## src/include/readout_pkg.sv

```systemverilog
// constants and types shared by the readout sequencer files
package readout_pkg;
    localparam int CHAN_COUNT      = 64;
    localparam int CHAN_W          = 6;
    localparam int SAMPLE_W        = 16;
    localparam int HALF_COUNT      = 32;
    localparam int IDX_W           = 5;
    localparam int SEQ_STEP_CLKS   = 4;
    localparam int SEQ_SKEW_CLKS   = 2;
    localparam int STEP_W          = 2;
    localparam int FIFO_DEPTH      = 16;
    localparam int FIFO_AW         = 4;
    localparam logic [IDX_W-1:0] LAST_IDX = 5'h1F;
    localparam logic [STEP_W-1:0] STEP_LAST = 2'h3;
    localparam logic [STEP_W-1:0] STEP_SKEW = 2'h2;
    localparam logic [STEP_W-1:0] STEP_RST  = 2'h0;
    localparam logic [IDX_W-1:0]  IDX_RST   = 5'h00;

    typedef enum logic [1:0] {
        ST_IDLE  = 2'b00,
        ST_ARMED = 2'b01,
        ST_READ  = 2'b11,
        ST_WAIT  = 2'b10
    } seq_state_t;

    // channel number on a driver for step index idx (idx 0 = highest)
    function automatic logic [CHAN_W-1:0] chanOf(input logic drv,
                                                  input logic [IDX_W-1:0] idx);
        chanOf = {drv, ~idx};
    endfunction : chanOf
endpackage : readout_pkg

```

## src/core/readout_sequencer.sv

```systemverilog
// readout sequencer: sample capture, channel stepping, driver control
`timescale 1ns/1ps
module readout_sequencer
    import readout_pkg::*;
(
    input  wire logic                              clk,
    input  wire logic                              resetn,
    input  wire logic                              read_start_in,
    input  wire logic                              integrator_reset,
    input  wire logic                              signal_sample_strobe,
    input  wire logic                              parallel_out_select,
    input  wire logic                              hiz_after_read_en,
    input  wire logic                              integrate_polarity_n,
    input  wire logic                              sampleValid,
    output logic                                   sampleReady,
    input  wire logic [readout_pkg::CHAN_W-1:0]    sampleChan,
    input  wire logic [readout_pkg::SAMPLE_W-1:0]  sampleData,
    output logic      [readout_pkg::SAMPLE_W-1:0]  drv1Data,
    output logic      [readout_pkg::CHAN_W-1:0]    drv1Chan,
    output logic                                   drv1Valid,
    output logic                                   drv1Hiz,
    output logic      [readout_pkg::SAMPLE_W-1:0]  drv0Data,
    output logic      [readout_pkg::CHAN_W-1:0]    drv0Chan,
    output logic                                   drv0Valid,
    output logic                                   drv0Hiz,
    output logic                                   refSwap,
    output logic                                   readDone,
    output logic                                   read_start_out
);
    import readout_pkg::*;

    localparam int FW = CHAN_W + SAMPLE_W;

    // pin synchronisers
    logic [1:0] startSync_ff;
    logic [1:0] irstSync_ff;
    logic [1:0] shsSync_ff;
    logic [1:0] modeSync_ff;
    logic [1:0] hizSync_ff;
    logic [1:0] polSync_ff;
    logic       startPrev_ff;
    logic       irstPrev_ff;
    logic       shsPrev_ff;

    always_ff @(posedge clk or negedge resetn) begin
        if (!resetn) begin
            startSync_ff <= 2'h0;
            irstSync_ff  <= 2'h0;
            shsSync_ff   <= 2'h0;
            modeSync_ff  <= 2'h0;
            hizSync_ff   <= 2'h0;
            polSync_ff   <= 2'h0;
        end else begin
            startSync_ff <= {startSync_ff[0], read_start_in};
            irstSync_ff  <= {irstSync_ff[0], integrator_reset};
            shsSync_ff   <= {shsSync_ff[0], signal_sample_strobe};
            modeSync_ff  <= {modeSync_ff[0], parallel_out_select};
            hizSync_ff   <= {hizSync_ff[0], hiz_after_read_en};
            polSync_ff   <= {polSync_ff[0], integrate_polarity_n};
        end
    end

    always_ff @(posedge clk or negedge resetn) begin
        if (!resetn) begin
            startPrev_ff <= 1'b0;
            irstPrev_ff  <= 1'b0;
            shsPrev_ff   <= 1'b0;
        end else begin
            startPrev_ff <= startSync_ff[1];
            irstPrev_ff  <= irstSync_ff[1];
            shsPrev_ff   <= shsSync_ff[1];
        end
    end

    logic startRise;
    logic startFall;
    logic irstRise;
    logic shsRise;
    logic shsFall;
    logic simult;
    assign startRise = startSync_ff[1] && !startPrev_ff;
    assign startFall = !startSync_ff[1] && startPrev_ff;
    assign irstRise  = irstSync_ff[1] && !irstPrev_ff;
    assign shsRise   = shsSync_ff[1] && !shsPrev_ff;
    assign shsFall   = !shsSync_ff[1] && shsPrev_ff;
    assign simult    = modeSync_ff[1];
    assign refSwap   = polSync_ff[1];

    // sample intake through the FIFO into a single store
    logic          fifoValid;
    logic [FW-1:0] fifoData;
    logic          capBank_ff;
    logic          rdBank_ff;
    logic          capOpen_ff;

    sample_fifo #(
        .WIDTH (FW),
        .DEPTH (FIFO_DEPTH),
        .AW    (FIFO_AW)
    ) u_fifo (
        .clk      (clk),
        .resetn   (resetn),
        .inValid  (sampleValid),
        .inReady  (sampleReady),
        .inData   ({sampleChan, sampleData}),
        .outValid (fifoValid),
        .outReady (capOpen_ff),
        .outData  (fifoData)
    );

    // samples flow while the signal strobe is high
    always_ff @(posedge clk or negedge resetn) begin
        if (!resetn) begin
            capOpen_ff <= 1'b0;
        end else if (shsRise) begin
            capOpen_ff <= 1'b1;
        end else if (shsFall) begin
            capOpen_ff <= 1'b0;
        end
    end

    // strobe fall swaps the capture and read bank flags
    always_ff @(posedge clk or negedge resetn) begin
        if (!resetn) begin
            capBank_ff <= 1'b0;
            rdBank_ff  <= 1'b1;
        end else if (shsFall) begin
            capBank_ff <= ~capBank_ff;
            rdBank_ff  <= capBank_ff;
        end
    end

    // sequencer state
    seq_state_t       state_ff;
    seq_state_t       nxt_state;
    logic [IDX_W-1:0] idx1_ff;
    logic [IDX_W-1:0] idx0_ff;
    logic [STEP_W-1:0] phase_ff;
    logic             run1_ff;
    logic             run0_ff;
    logic             done1_ff;
    logic             done0_ff;
    logic             waitReq_ff;
    logic             irstSeen_ff;
    logic             startSeen_ff;
    logic             present1;
    logic             present0;

    // start after sample strobe, before reset: wait after read
    always_ff @(posedge clk or negedge resetn) begin
        if (!resetn) begin
            waitReq_ff <= 1'b0;
        end else if (shsRise) begin
            waitReq_ff <= 1'b1;
        end else if (irstRise) begin
            waitReq_ff <= 1'b0;
        end
    end

    logic readEnd;
    assign readEnd = (state_ff == ST_READ) && done1_ff && done0_ff;

    always_comb begin
        nxt_state = state_ff;
        case (state_ff)
            ST_IDLE: begin
                if (startRise) begin
                    nxt_state = ST_ARMED;
                end
            end
            ST_ARMED: begin
                if (startFall) begin
                    nxt_state = ST_READ;
                end
            end
            ST_READ: begin
                if (readEnd) begin
                    nxt_state = waitReq_ff ? ST_WAIT : ST_IDLE;
                end
            end
            ST_WAIT: begin
                if ((irstSeen_ff || irstRise) &&
                    (startSeen_ff || startRise)) begin
                    // a start still high arms the read at once
                    nxt_state = startSync_ff[1] ? ST_ARMED : ST_IDLE;
                end
            end
            default: nxt_state = ST_IDLE;
        endcase
    end

    always_ff @(posedge clk or negedge resetn) begin
        if (!resetn) begin
            state_ff <= ST_IDLE;
        end else begin
            state_ff <= nxt_state;
        end
    end

    // edge memory for leaving the wait state
    always_ff @(posedge clk or negedge resetn) begin
        if (!resetn) begin
            irstSeen_ff  <= 1'b0;
            startSeen_ff <= 1'b0;
        end else if (state_ff != ST_WAIT) begin
            irstSeen_ff  <= 1'b0;
            startSeen_ff <= 1'b0;
        end else begin
            irstSeen_ff  <= irstSeen_ff || irstRise;
            startSeen_ff <= startSeen_ff || startRise;
        end
    end

    // clock phase inside a four-clock sequential step
    always_ff @(posedge clk or negedge resetn) begin
        if (!resetn) begin
            phase_ff <= STEP_RST;
        end else if (startRise) begin
            phase_ff <= STEP_RST;
        end else if (state_ff == ST_READ && !simult) begin
            phase_ff <= phase_ff + 2'h1;
        end
    end

    assign present1 = simult || phase_ff == STEP_RST;
    assign present0 = simult ? 1'b1 : phase_ff == STEP_SKEW;

    // driver 1 channel counter
    always_ff @(posedge clk or negedge resetn) begin
        if (!resetn) begin
            idx1_ff  <= IDX_RST;
            run1_ff  <= 1'b0;
            done1_ff <= 1'b0;
        end else if (startRise) begin
            idx1_ff  <= IDX_RST;
            run1_ff  <= 1'b0;
            done1_ff <= 1'b0;
        end else if (state_ff == ST_READ && !done1_ff && present1) begin
            if (!run1_ff) begin
                run1_ff <= 1'b1;
            end else if (idx1_ff == LAST_IDX) begin
                done1_ff <= 1'b1;
            end else begin
                idx1_ff <= idx1_ff + 5'h01;
            end
        end
    end

    // driver 0 channel counter, two clocks behind in sequential mode
    always_ff @(posedge clk or negedge resetn) begin
        if (!resetn) begin
            idx0_ff  <= IDX_RST;
            run0_ff  <= 1'b0;
            done0_ff <= 1'b0;
        end else if (startRise) begin
            idx0_ff  <= IDX_RST;
            run0_ff  <= 1'b0;
            done0_ff <= 1'b0;
        end else if (state_ff == ST_READ && !done0_ff && present0) begin
            if (!run0_ff) begin
                run0_ff <= 1'b1;
            end else if (idx0_ff == LAST_IDX) begin
                done0_ff <= 1'b1;
            end else begin
                idx0_ff <= idx0_ff + 5'h01;
            end
        end
    end

    // store access: capture writes and two registered read ports
    logic [SAMPLE_W-1:0] rd1;
    logic [SAMPLE_W-1:0] rd0;
    logic [CHAN_W-1:0]   chan1;
    logic [CHAN_W-1:0]   chan0;
    assign chan1 = chanOf(1'b1, idx1_ff);
    assign chan0 = chanOf(1'b0, idx0_ff);

    sample_store u_store (
        .clk     (clk),
        .wrEn    (fifoValid && capOpen_ff),
        .wrAddr  (fifoData[FW-1:SAMPLE_W]),
        .wrData  (fifoData[SAMPLE_W-1:0]),
        .rdAddrA (chan1),
        .rdAddrB (chan0),
        .rdDataA (rd1),
        .rdDataB (rd0)
    );

    // only the bank swap is tracked; one store holds the readable scan
    logic unusedBank;
    assign unusedBank = capBank_ff ^ rdBank_ff;

    // data is the store's read register, aligned with the registered chan
    assign drv1Data = rd1;
    assign drv0Data = rd0;

    always_ff @(posedge clk or negedge resetn) begin
        if (!resetn) begin
            drv1Chan <= '0;
            drv0Chan <= '0;
        end else begin
            drv1Chan <= chan1;
            drv0Chan <= chan0;
        end
    end

    always_ff @(posedge clk or negedge resetn) begin
        if (!resetn) begin
            drv1Valid <= 1'b0;
            drv0Valid <= 1'b0;
        end else begin
            drv1Valid <= run1_ff && !done1_ff && state_ff == ST_READ;
            drv0Valid <= run0_ff && !done0_ff && state_ff == ST_READ;
        end
    end

    // high impedance after a driver finishes, if enabled
    always_ff @(posedge clk or negedge resetn) begin
        if (!resetn) begin
            drv1Hiz <= 1'b0;
            drv0Hiz <= 1'b0;
        end else begin
            drv1Hiz <= hizSync_ff[1] && done1_ff;
            drv0Hiz <= hizSync_ff[1] && done0_ff;
        end
    end

    // read-done flag and cascade start
    always_ff @(posedge clk or negedge resetn) begin
        if (!resetn) begin
            readDone       <= 1'b1;
            read_start_out <= 1'b0;
        end else begin
            readDone       <= !(nxt_state == ST_ARMED ||
                                nxt_state == ST_READ);
            read_start_out <= startSync_ff[1] && unusedBank;
        end
    end
endmodule : readout_sequencer

```

## src/core/sample_fifo.sv

```systemverilog
// parameterised valid/ready FIFO for incoming samples
`timescale 1ns/1ps
module sample_fifo #(
    parameter int WIDTH = 22,
    parameter int DEPTH = 16,
    parameter int AW    = 4
) (
    input  wire logic             clk,
    input  wire logic             resetn,
    input  wire logic             inValid,
    output logic                  inReady,
    input  wire logic [WIDTH-1:0] inData,
    output logic                  outValid,
    input  wire logic             outReady,
    output logic      [WIDTH-1:0] outData
);
    logic [WIDTH-1:0] buf_ff [DEPTH];
    logic [AW:0]      wrPtr_ff;
    logic [AW:0]      rdPtr_ff;
    logic             full;
    logic             empty;
    logic             doWr;
    logic             doRd;

    assign empty    = wrPtr_ff == rdPtr_ff;
    assign full     = (wrPtr_ff[AW] != rdPtr_ff[AW]) &&
                      (wrPtr_ff[AW-1:0] == rdPtr_ff[AW-1:0]);
    assign inReady  = !full;
    assign outValid = !empty;
    assign outData  = buf_ff[rdPtr_ff[AW-1:0]];
    assign doWr     = inValid && !full;
    assign doRd     = outReady && !empty;

    always_ff @(posedge clk) begin
        if (doWr) begin
            buf_ff[wrPtr_ff[AW-1:0]] <= inData;
        end
    end

    always_ff @(posedge clk or negedge resetn) begin
        if (!resetn) begin
            wrPtr_ff <= '0;
        end else if (doWr) begin
            wrPtr_ff <= wrPtr_ff + 1'b1;
        end
    end

    always_ff @(posedge clk or negedge resetn) begin
        if (!resetn) begin
            rdPtr_ff <= '0;
        end else if (doRd) begin
            rdPtr_ff <= rdPtr_ff + 1'b1;
        end
    end
endmodule : sample_fifo

```

## src/core/sample_store.sv

```systemverilog
// 64-word sample memory with registered read ports
`timescale 1ns/1ps
module sample_store
    import readout_pkg::*;
(
    input  wire logic                              clk,
    input  wire logic                              wrEn,
    input  wire logic [readout_pkg::CHAN_W-1:0]    wrAddr,
    input  wire logic [readout_pkg::SAMPLE_W-1:0]  wrData,
    input  wire logic [readout_pkg::CHAN_W-1:0]    rdAddrA,
    input  wire logic [readout_pkg::CHAN_W-1:0]    rdAddrB,
    output logic      [readout_pkg::SAMPLE_W-1:0]  rdDataA,
    output logic      [readout_pkg::SAMPLE_W-1:0]  rdDataB
);
    logic [SAMPLE_W-1:0] mem [CHAN_COUNT];

    always_ff @(posedge clk) begin
        if (wrEn) begin
            mem[wrAddr] <= wrData;
        end
    end

    always_ff @(posedge clk) begin
        rdDataA <= mem[rdAddrA];
        rdDataB <= mem[rdAddrB];
    end
endmodule : sample_store

```

## config.mk

```make
export PLATFORM = sky130hd
export DESIGN_NAME = readout_sequencer
export DESIGN_NICKNAME = d
export VERILOG_FILES = /design/src/include/readout_pkg.sv /design/src/core/readout_sequencer.sv /design/src/core/sample_fifo.sv /design/src/core/sample_store.sv
export SDC_FILE = /design/constraint.sdc
export NUM_CORES = 1
export LEC_CHECK = 0
export BUFFER_PORTS_ARGS = -buffer_cell sky130_fd_sc_hd__buf_4
export CAP_MARGIN = 40
export CORE_MARGIN = 2
export CORE_UTILIZATION = 62
export CTS_CLUSTER_SIZE = 8
export DETAILED_ROUTE_END_ITERATION = 12
export GPL_TIMING_DRIVEN = 0
export PLACE_DENSITY = 0.76
export SYNTH_ARGS = -nofsm -noshare
export SYNTH_HDL_FRONTEND = slang
export SYNTH_SLANG_ARGS = --single-unit
```

## constraint.sdc

```tcl
create_clock -name clk -period 5.5 [get_ports clk]
set_input_delay 0 -clock clk [delete_from_list [all_inputs] [get_ports clk]]
set_output_delay 0 -clock clk [all_outputs]
set_load 0.05 [all_outputs]
```

* Yosys cells after proc, flatten, opt, wreduce, memory -nomap -nowiden
Memories as Yosys holds them, arrays and structs flattened. A register that Yosys moved wholly into a read port is not among the register bits.
Index checks and enable logic that the tools add are counted.
** Cells by class
- $add $sub $neg :: 5
- Bitwise operators :: 4
- Equal/unequal tests :: 14
- Mux-type cells :: 40
- Reduce and logical (&&, ||, !) cells :: 53
** Operator list (number)
- $mux 5 :: 8
- $mux 1 :: 24
- $logic_and 1x1->1 :: 23
- $add 5x1->5 const B :: 4
- $reduce_bool 2->1 :: 9
- $mux 2 :: 7
- $reduce_and 3->1 :: 4
- $logic_not 1->1 :: 11
- $eq 5x5->1 const B :: 2
- $not 5->5 :: 2
- $eq 2x2->1 const B :: 4
- $pmux 2 s4 :: 1
- $ne 2x2->1 const B :: 3
- $eq 5x5->1 :: 1
- $eq 2x1->1 const B :: 2
- $eq 4x4->1 :: 1
- $logic_not 2->1 :: 2
- $logic_or 1x1->1 :: 4
- $add 2x1->2 const B :: 1
- $ne 1x1->1 :: 1
- $not 1->1 :: 1
- $xor 1x1->1 :: 1
** Word-level totals
- RAM bits :: 1376
- Word-level logic and storage cells :: 151
- Output and inout bits :: 52
- Flip-flop bits (word level) :: 66
- Memories kept :: 2
- Input bits :: 31
** Memory list
- u_store.mem :: depth 64, bits a word 16, rd ports 2, clocked after memory_dff 2, wr ports 1, RTL line sample_store.sv:15 : logic [SAMPLE_W-1:0] mem [CHAN_COUNT];
- u_fifo.buf_ff :: depth 16, bits a word 22, rd ports 1, clocked after memory_dff 0, wr ports 1, RTL line sample_fifo.sv:17 : logic [WIDTH-1:0] buf_ff [DEPTH];

* Longest topological paths before layout
Gate-level depths: netlist of the first run.
- Depth after elaboration :: 9
- Mapped depth :: 8
- Mapped depth without buffers :: 7

* Modules after synthesis
Synthesis of the first run repeated with hierarchy kept, for this count alone.
** Second synthesis, totals
- Cells, all modules :: 3474
- Area total of the unflattened synthesis :: 65238.8 um^2
** By module, submodules not included
- sample_store :: cells an instance 2582, area an instance 48836.8 um^2, instances 1
- sample_fifo :: cells an instance 719, area an instance 14257.4 um^2, instances 1
- readout_sequencer :: cells an instance 173, area an instance 2144.6 um^2, instances 1

* Worst setup path before layout of the first run
No wires, ideal clock.
- Path kind :: register to register
- Start :: register u_fifo.rdPtr_ff[1]
- End :: memory u_fifo.buf_ff[3][0] (enable)
- Setup time :: 0.429 ns
- Buffers on the path :: 3
- Cell stages (with the launch flop) :: 9
- Required time :: 5.071 ns
- Path slack :: 2.045 ns
- Data arrival time :: 3.027 ns
- Path through :: dfrtp_1 > buf_6 > buf_6 > xor2_1 > nor4_2 > a21boi_0 > clkbuf_1 > nand2_1 > nor3_1
** Between the ends
- Longest elaborated chain between the ends :: 6
** Ends and longest elaborated chain
- from (decl) :: RTL line sample_fifo.sv:19 : logic [AW:0] rdPtr_ff;
- from (signal assigned) :: RTL line sample_fifo.sv:52 : rdPtr_ff <= rdPtr_ff + 1'b1;
- $eq 4x4->1 :: RTL line sample_fifo.sv:27 : (wrPtr_ff[AW-1:0] == rdPtr_ff[AW-1:0]);
- $logic_and 1x1->1 :: RTL line sample_fifo.sv:26 : assign full = (wrPtr_ff[AW] != rdPtr_ff[AW]) &&
- $logic_not 1->1 :: RTL line sample_fifo.sv:31 : assign doWr = inValid && !full;
- $logic_and 1x1->1 :: RTL line sample_fifo.sv:31
- $mux 1 :: RTL line sample_fifo.sv:35 : if (doWr) begin
- $mux 1 (implied by the code) :: RTL line sample_fifo.sv:36 : buf_ff[wrPtr_ff[AW-1:0]] <= inData;
- to (decl) :: RTL line sample_fifo.sv:17
Every way passes these cells.

* Worst setup path after layout of the first run
- Start :: register u_fifo.rdPtr_ff[0]
- End :: memory u_store.mem[25][10] (enable)
** Between the ends
- Longest elaborated chain between the ends :: 5
** Ends and longest elaborated chain
- $eq 5x5->1 :: RTL line sample_fifo.sv:25 : assign empty = wrPtr_ff == rdPtr_ff;
- $logic_not 1->1 :: RTL line sample_fifo.sv:29 : assign outValid = !empty;
- $logic_and 1x1->1 :: RTL line readout_sequencer.sv:280 : .wrEn (fifoValid && capOpen_ff),
- $mux 1 :: RTL line sample_store.sv:18 : if (wrEn) begin
- $mux 1 (implied by the code) :: RTL line sample_store.sv:19 : mem[wrAddr] <= wrData;
- to (decl) :: RTL line sample_store.sv:15
Parallel ways exist; a longest one is shown, timed or not.

==> metrics.yaml, run 1 <==
place_congestion: 0.803
cp_num_buf_inv: 5
yosysWarnings: 0
clk_path_buf_depth: 3
ys_ff_latch: 1474
cts.htree.levels: 4
final_cell_mix: "edfxtp_1, mux4_2, clkbuf_16"
viasPerCell: 6.96
nets: 2905
slowest_stage: "nor3_2"
clockRootBuffer: "clkbuf_16"
grt_start_max_net_pins: 49
timing.setup.tns_ns: 0
outcome: "completed"
ios: 83
start_kind: "register"
worstHoldStart: "sampleChan[2]"
syn-instance-count: 2404
hold_viol: 0
first_pass_iters: 5
finalSetupViolCount: 0
crit_top_cell: "buf_2"
seq_power_share_pct: 39.7
cellPowerDensity_mw_per_mm2: 602
dr_total_vias: 28800
holdPathStages: 2
grt_pass1_wl_um: 210000
path_class: "reg2reg"
tritoncts: "done"
start_util_pct: 62.5
critPathCaptureType: "register"
grt-ovfl-total: 0
pre_cts_slack_ns: 1.54
seqCellArea_mm2: 0.0436
cts.repair.resized: 0
leakage_nw: 21.6
synthAdderAreaFrac_pct: 0.289
vdd_drop_max_v: 0.000605
row_count: 110
setup_slack_ns: 1.54
grt_util_all_layers_pct: 31.8
fmax_mhz: 253
ant_nets: 0
r2r-end: "u_store.mem[25][10]"
cp_cell_sequence: "clkbuf_1, buf_2, buf_2, mux2i_1, a31oi_2, buf_6, nor3_2, buf_4"
syn_nets: 2448
pwr-share-comb_pct: 31.8
numCtsBuffers: 202
area_delta_synth_final_pct: 17.9
fillCellCount: 4508
avgSynthCellArea_um2: 23.4
postCtsSetupBuffers: 0
async_flop_share_pct: 4.48
antenna_found_initial: 6
r2r_cells: 8
port_buffers: 81
cts_sinks: 1474
worst-endpoint-arrival_ns: 4.41
clkPwrFrac_pct: 28.5
dr.first_iter.drc_count: 4156
cpPeakStageDelay_ns: 0.64
drive_gt1_share_pct: 34.3
r2r_start: "u_fifo.rdPtr_ff[0]"
yosysSeqAreaShare_pct: 77.6
drc: 0
coreArea_mm2: 0.0899
hold_buffers: 38
yosys.area_share.simple_pct: 2.52
cp_max_fo: 10
synth_area_mm2: 0.0562
final_common_cell: "edfxtp_1"
maxCapViolCount: 0
die_w_um: 305
multi_input_area_mm2: 0.0122
ys_types: 55
rrSetupSlack_ns: 1.54
worst_slew_pin_slew_ns: 0.982
die_height_um: 305
synth_compound_area_share_pct: 0.510
synth_top_family_by_area: "multiplexers"
finalClockSkew_ns: 0.0389
power_switching_share_pct: 32.9
wl_um: 144000
grt_setup_unrepaired: "no"
dp_hpwl_um: 83700
grt_pass1_vias: 30200
slew-limit-headroom_pct: 34.5
hold_path_class: "in2reg"
synth_edf_count: 1376
routedWlPerCell_um: 34.8
critPathTopFamily: "buffers and inverters"
synth-main-ff-cell: "edfxtp_1"
muxShareOfSynthArea_pct: 17.5
cts.clk_slew.worst_paths_ns: 0.05
p_int_w: 0.0268
clk_latency_ns: 0.79
period_minus_slack_ns: 3.96
die-area_mm2: 0.0931
critPathRequiredTime_ns: 5.95
fin_crit_sh_pct: 72.0
p_switching_w: 0.0131
synthXorXnorAreaFrac_pct: 0.343
slew_viol_final: 0
whs_endpoint: "u_fifo.buf_ff[10][18]"
-- worst register-to-register path: stages (launching register included) --
cell	delay, ns
dfrtp_1	0.34
clkbuf_1	0.23
buf_2	0.35
buf_2	0.50
mux2i_1	0.54
a31oi_2	0.39
buf_6	0.30
nor3_2	0.64
buf_4	0.34
-- worst max-delay path by stage --
stage / endpoint / depth (start not counted) / startpoint / slack (ns)
2_1_floorplan: u_fifo.buf_ff[3][0] / 8 / u_fifo.rdPtr_ff[1] / 2.04
6_report: u_store.mem[25][10] / 8 / u_fifo.rdPtr_ff[0] / 1.54
3_3_place_gp: u_fifo.buf_ff[3][7] / 8 / u_fifo.rdPtr_ff[2] / 0.004
4_1_cts: u_store.mem[1][4] / 8 / u_fifo.rdPtr_ff[0] / 1.49
5_1_grt: u_store.mem[17][2] / 8 / u_fifo.rdPtr_ff[0] / 1.44
3_5_place_dp: u_store.mem[1][9] / 8 / u_fifo.rdPtr_ff[0] / 1.54
-- area by class of cell --
class / instances / area share (%)
clock inverter: 12 / 0.338
tap: 1176 / 2.22
sequential: 1474 / 65.8
clock buffer: 289 / 8.22
buffer: 127 / 0.917
timing repair buffer: 253 / 3.98
inverter: 22 / 0.125
multi-input combinational: 781 / 18.4
antenna: 1 / 0.00378
-- power groups by stage --
stage | logic, W | registers [W] | clock network [W]
finish | 0.0127 | 0.0158 | 0.0113
floorplan | 0.00670 | 0.0165 | 0
global placement | 0.0107 | 0.0161 | 0
CTS | 0.0126 | 0.0158 | 0.0114
detailed placement | 0.0122 | 0.0160 | 0
global route | 0.0132 | 0.0159 | 0.0119
-- stage by stage --
step | instances | cell area (um2) | power (W) | utilization, % | hold slack [ns]
after global routing | 4135 | 66300 | 0.0409 | 73.8 | 0.0580
after detailed placement | 3787 | 60100 | 0.0282 | 66.9 | -0.0173
after global placement | 3661 | 58300 | 0.0268 | 64.9 | 0.110
after CTS | 4126 | 66200 | 0.0398 | 73.7 | 0.0117
final | 4135 | 66300 | 0.0399 | 73.8 | 0.0532
after floorplan | 2404 | 56200 | 0.0232 | - | -0.296
-- kinds of logic after synthesis --
family	Yosys count
xor+xnor	22
simple gates	266
flops	1474
compound gates	29
mux	449
fa+ha+maj	13
buf+inv	149
other cells	2
-- cell usage after synthesis, drive strengths merged (11+ instances only) --
cell type / instances / area [um2]
xnor2: 13 / 114
mux4: 424 / 9550
dfxtp: 32 / 641
inv: 20 / 75.1
clkbuf: 50 / 188
and3: 20 / 125
dfrtp: 64 / 1600
mux2i: 12 / 140
mux2: 13 / 150
buf: 77 / 420
ha: 13 / 163
nand2: 105 / 394
nor3: 87 / 617
o21ai: 11 / 85.1
edfxtp: 1376 / 41300
nor2: 29 / 109
-- per-layer routing --
layer  track usage, %  wire [um]
met3             6.65      14200
met1             42.0      50000
met4             14.8       7240
met2             51.8      72400
met5                0         39
-- sequential cells by signal (all words and copies together) (netlist names), 5 cells and up --
register / flops
u_store.mem: 1024
u_fifo.wrPtr_ff: 5
drv0Chan: 5
u_fifo.buf_ff: 352
u_fifo.rdPtr_ff: 5
drv1Chan: 6
idx0_ff: 5
idx1_ff: 5
u_store.rdDataB: 16
u_store.rdDataA: 16
Note: power is estimated with default switching activity, not from simulation.
==> run 2: changes to the inputs <==
CORE_UTILIZATION = 56   (was 62)
PLACE_DENSITY = 0.72   (was 0.76)
clock period = 3.2 ns   (was 5.5 ns; I/O delays follow)
==> run 2 against run 1 <==
Effect of this change: the flow now finishes with violations (setup timing); cell count rose by 6.6%; combinational power grew 100%; wire length rose by 5.4%; maximum frequency grew 22%; die area is 11% higher; utilization fell by 5.1 points; design area is 3.4% higher; critical path depth increased by 2; sequential power is 72% higher; non-clock buffer count increased by 109; flip-flop and latch count unchanged; via count grew 2.1%; critical endpoint is now u_store.mem[5][7].
==> metrics.yaml, run 2 (synthesis results as in run 1) <==
row_count: 116
area_delta_synth_final_pct: 21.9
power_switching_share_pct: 34.6
crit_top_cell: "buf_12"
seq_power_share_pct: 37.4
fmax_mhz: 308
first_pass_iters: 6
fin_crit_sh_pct: 101
die-area_mm2: 0.103
ant_nets: 0
worst_slew_pin_slew_ns: 0.918
postLayoutCoreUtil_pct: 68.6
start_kind: "register"
cts.clk_slew.worst_paths_ns: 0.05
dr_total_vias: 29400
cts_sinks: 1474
worst-endpoint-arrival_ns: 3.74
grt_util_all_layers_pct: 29.7
grt_pass1_vias: 29700
cellPowerDensity_mw_per_mm2: 1060
leakage_nw: 22.9
clk_latency_ns: 0.80
p_int_w: 0.0475
place_congestion: 0.800
final_common_cell: "edfxtp_1"
cts.htree.levels: 4
cp_max_fo: 10
die_height_um: 321
top_register: "u_store.mem"
drive_gt1_share_pct: 37.5
antenna_found_initial: 20
setup_slack_ns: -0.0479
largest_reg_flops: 1024
cp_cell_sequence: "buf_12, buf_12, mux4_2, mux2_2, nor3_2, o21ai_4, buf_12, nor3_4, buf_6, buf_6"
cpPeakStageDelay_ns: 0.57
die_w_um: 321
slowest_stage: "mux4_2"
critPathCaptureType: "register"
grt_pass1_wl_um: 213000
ios: 83
clk_path_buf_depth: 3
numCtsBuffers: 202
outcome: "finished, violations left"
wl_um: 152000
p_switching_w: 0.0251
maxCapViolCount: 0
port_buffers: 81
pwr-share-comb_pct: 35.4
viasPerCell: 6.66
finalSetupViolCount: 39
tritoncts: "done"
pre_cts_slack_ns: -0.671
grt_start_max_net_pins: 63
start_util_pct: 56.3
vdd_drop_max_v: 0.000823
nets: 3025
dr.first_iter.drc_count: 4829
finalClockSkew_ns: 0.0534
slew_viol_final: 0
holdPathStages: 2
hold_viol: 0
critPathRequiredTime_ns: 3.69
hold_path_class: "in2reg"
rrSetupSlack_ns: -0.05
clkPwrFrac_pct: 27.2
period_minus_slack_ns: 3.25
slew-limit-headroom_pct: 38.8
r2r_cells: 10
grt_setup_unrepaired: "yes"
final_cell_mix: "edfxtp_1, mux4_2, buf_4"
dp_hpwl_um: 85700
grt-ovfl-total: 0
clockRootBuffer: "clkbuf_16"
violations: "setup timing"
path_class: "reg2reg"
coreArea_mm2: 0.0999
drc: 0
routedWlPerCell_um: 34.4
run 2: cell count changes in the layout (fill, tap and decap cells not counted), sizes merged:
| cell | change |
|---|---|
| clkinv | +4 |
| inv | -1 |
| mux4 | +11 |
| clkbuf | +29 |
| clkdlybuf4s18 | -1 |
| diode | +3 |
| buf | +106 |
run 2: timing repair:
action / CTS / global route
buffers inserted: 75 / 37
pin swaps: 41 / 15
gates resized for setup: 99 / 36
setup endpoints to repair: 1927 / 475
gates cloned: 11 / 1
hold endpoints to repair: 428 / 0
hold buffers: 37 / 0
run 2: final cells by class:
cell class | instances | area, um2
antenna | 4 | 10.0
buffer | 127 | 708
clock buffer | 314 | 5520
clock inverter | 15 | 310
fill | 5752 | 31300
inverter | 22 | 82.6
multi-input combinational | 792 | 12900
sequential | 1474 | 43600
tap | 1298 | 1620
timing repair buffer | 362 | 3770
run 2: routing by layer:
metal / wire length (um) / global-route usage [%] / up-vias
met5: 85 / 0 / -
met4: 6290 / 12.2 / 12
met3: 17200 / 7.45 / 368
met2: 74300 / 47.5 / 2277
met1: 53800 / 39.7 / 15400
li1: - / - / 11300
run 2: worst max-delay path, delay by kind of cell (launching register included):
kind	cells	cell delay, ns
AO/OA/AOI/OAI	1	0.20
buffers and inverters	5	0.89
flip-flops	1	0.42
multiplexers	2	0.94
AND/OR/NAND/NOR	2	0.48
run 2: path summary, 6_finish.rpt:
kind                                    start             endpoint
setup / recovery           u_fifo.rdPtr_ff[1]    u_store.mem[5][7]
hold / removal                  sampleData[9]  u_fifo.buf_ff[8][9]
setup reg to reg           u_fifo.rdPtr_ff[1]    u_store.mem[5][7]
hold reg to reg                 shsSync_ff[0]        shsSync_ff[1]
max in group asynchronous              resetn             readDone
min in group asynchronous              resetn          drv1Chan[1]
run 2: per-stage QoR:
stage	cells	cell area, um2	power (W)	setup TNS (ns)	hold slack, ns
floorplan	2404	56300	0.0399	-76.08	-0.296
global placement	3783	58500	0.0465	-1635.09	0.111
detailed placement	3913	60400	0.0490	-553.13	-0.172
CTS	4365	68100	0.0716	-0.142	0.00111
global route	4405	68500	0.0741	-4.24	0.0486
finish	4408	68500	0.0725	-0.625	0.0441
run 2: power by group through the flow:
stage	Combinational (W)	Clock [W]	Sequential, W
finish	0.0257	0.0197	0.0271
global route	0.0263	0.0206	0.0272
CTS	0.0247	0.0197	0.0271
detailed placement	0.0215	0	0.0275
global placement	0.0188	0	0.0277
floorplan	0.0116	0	0.0284
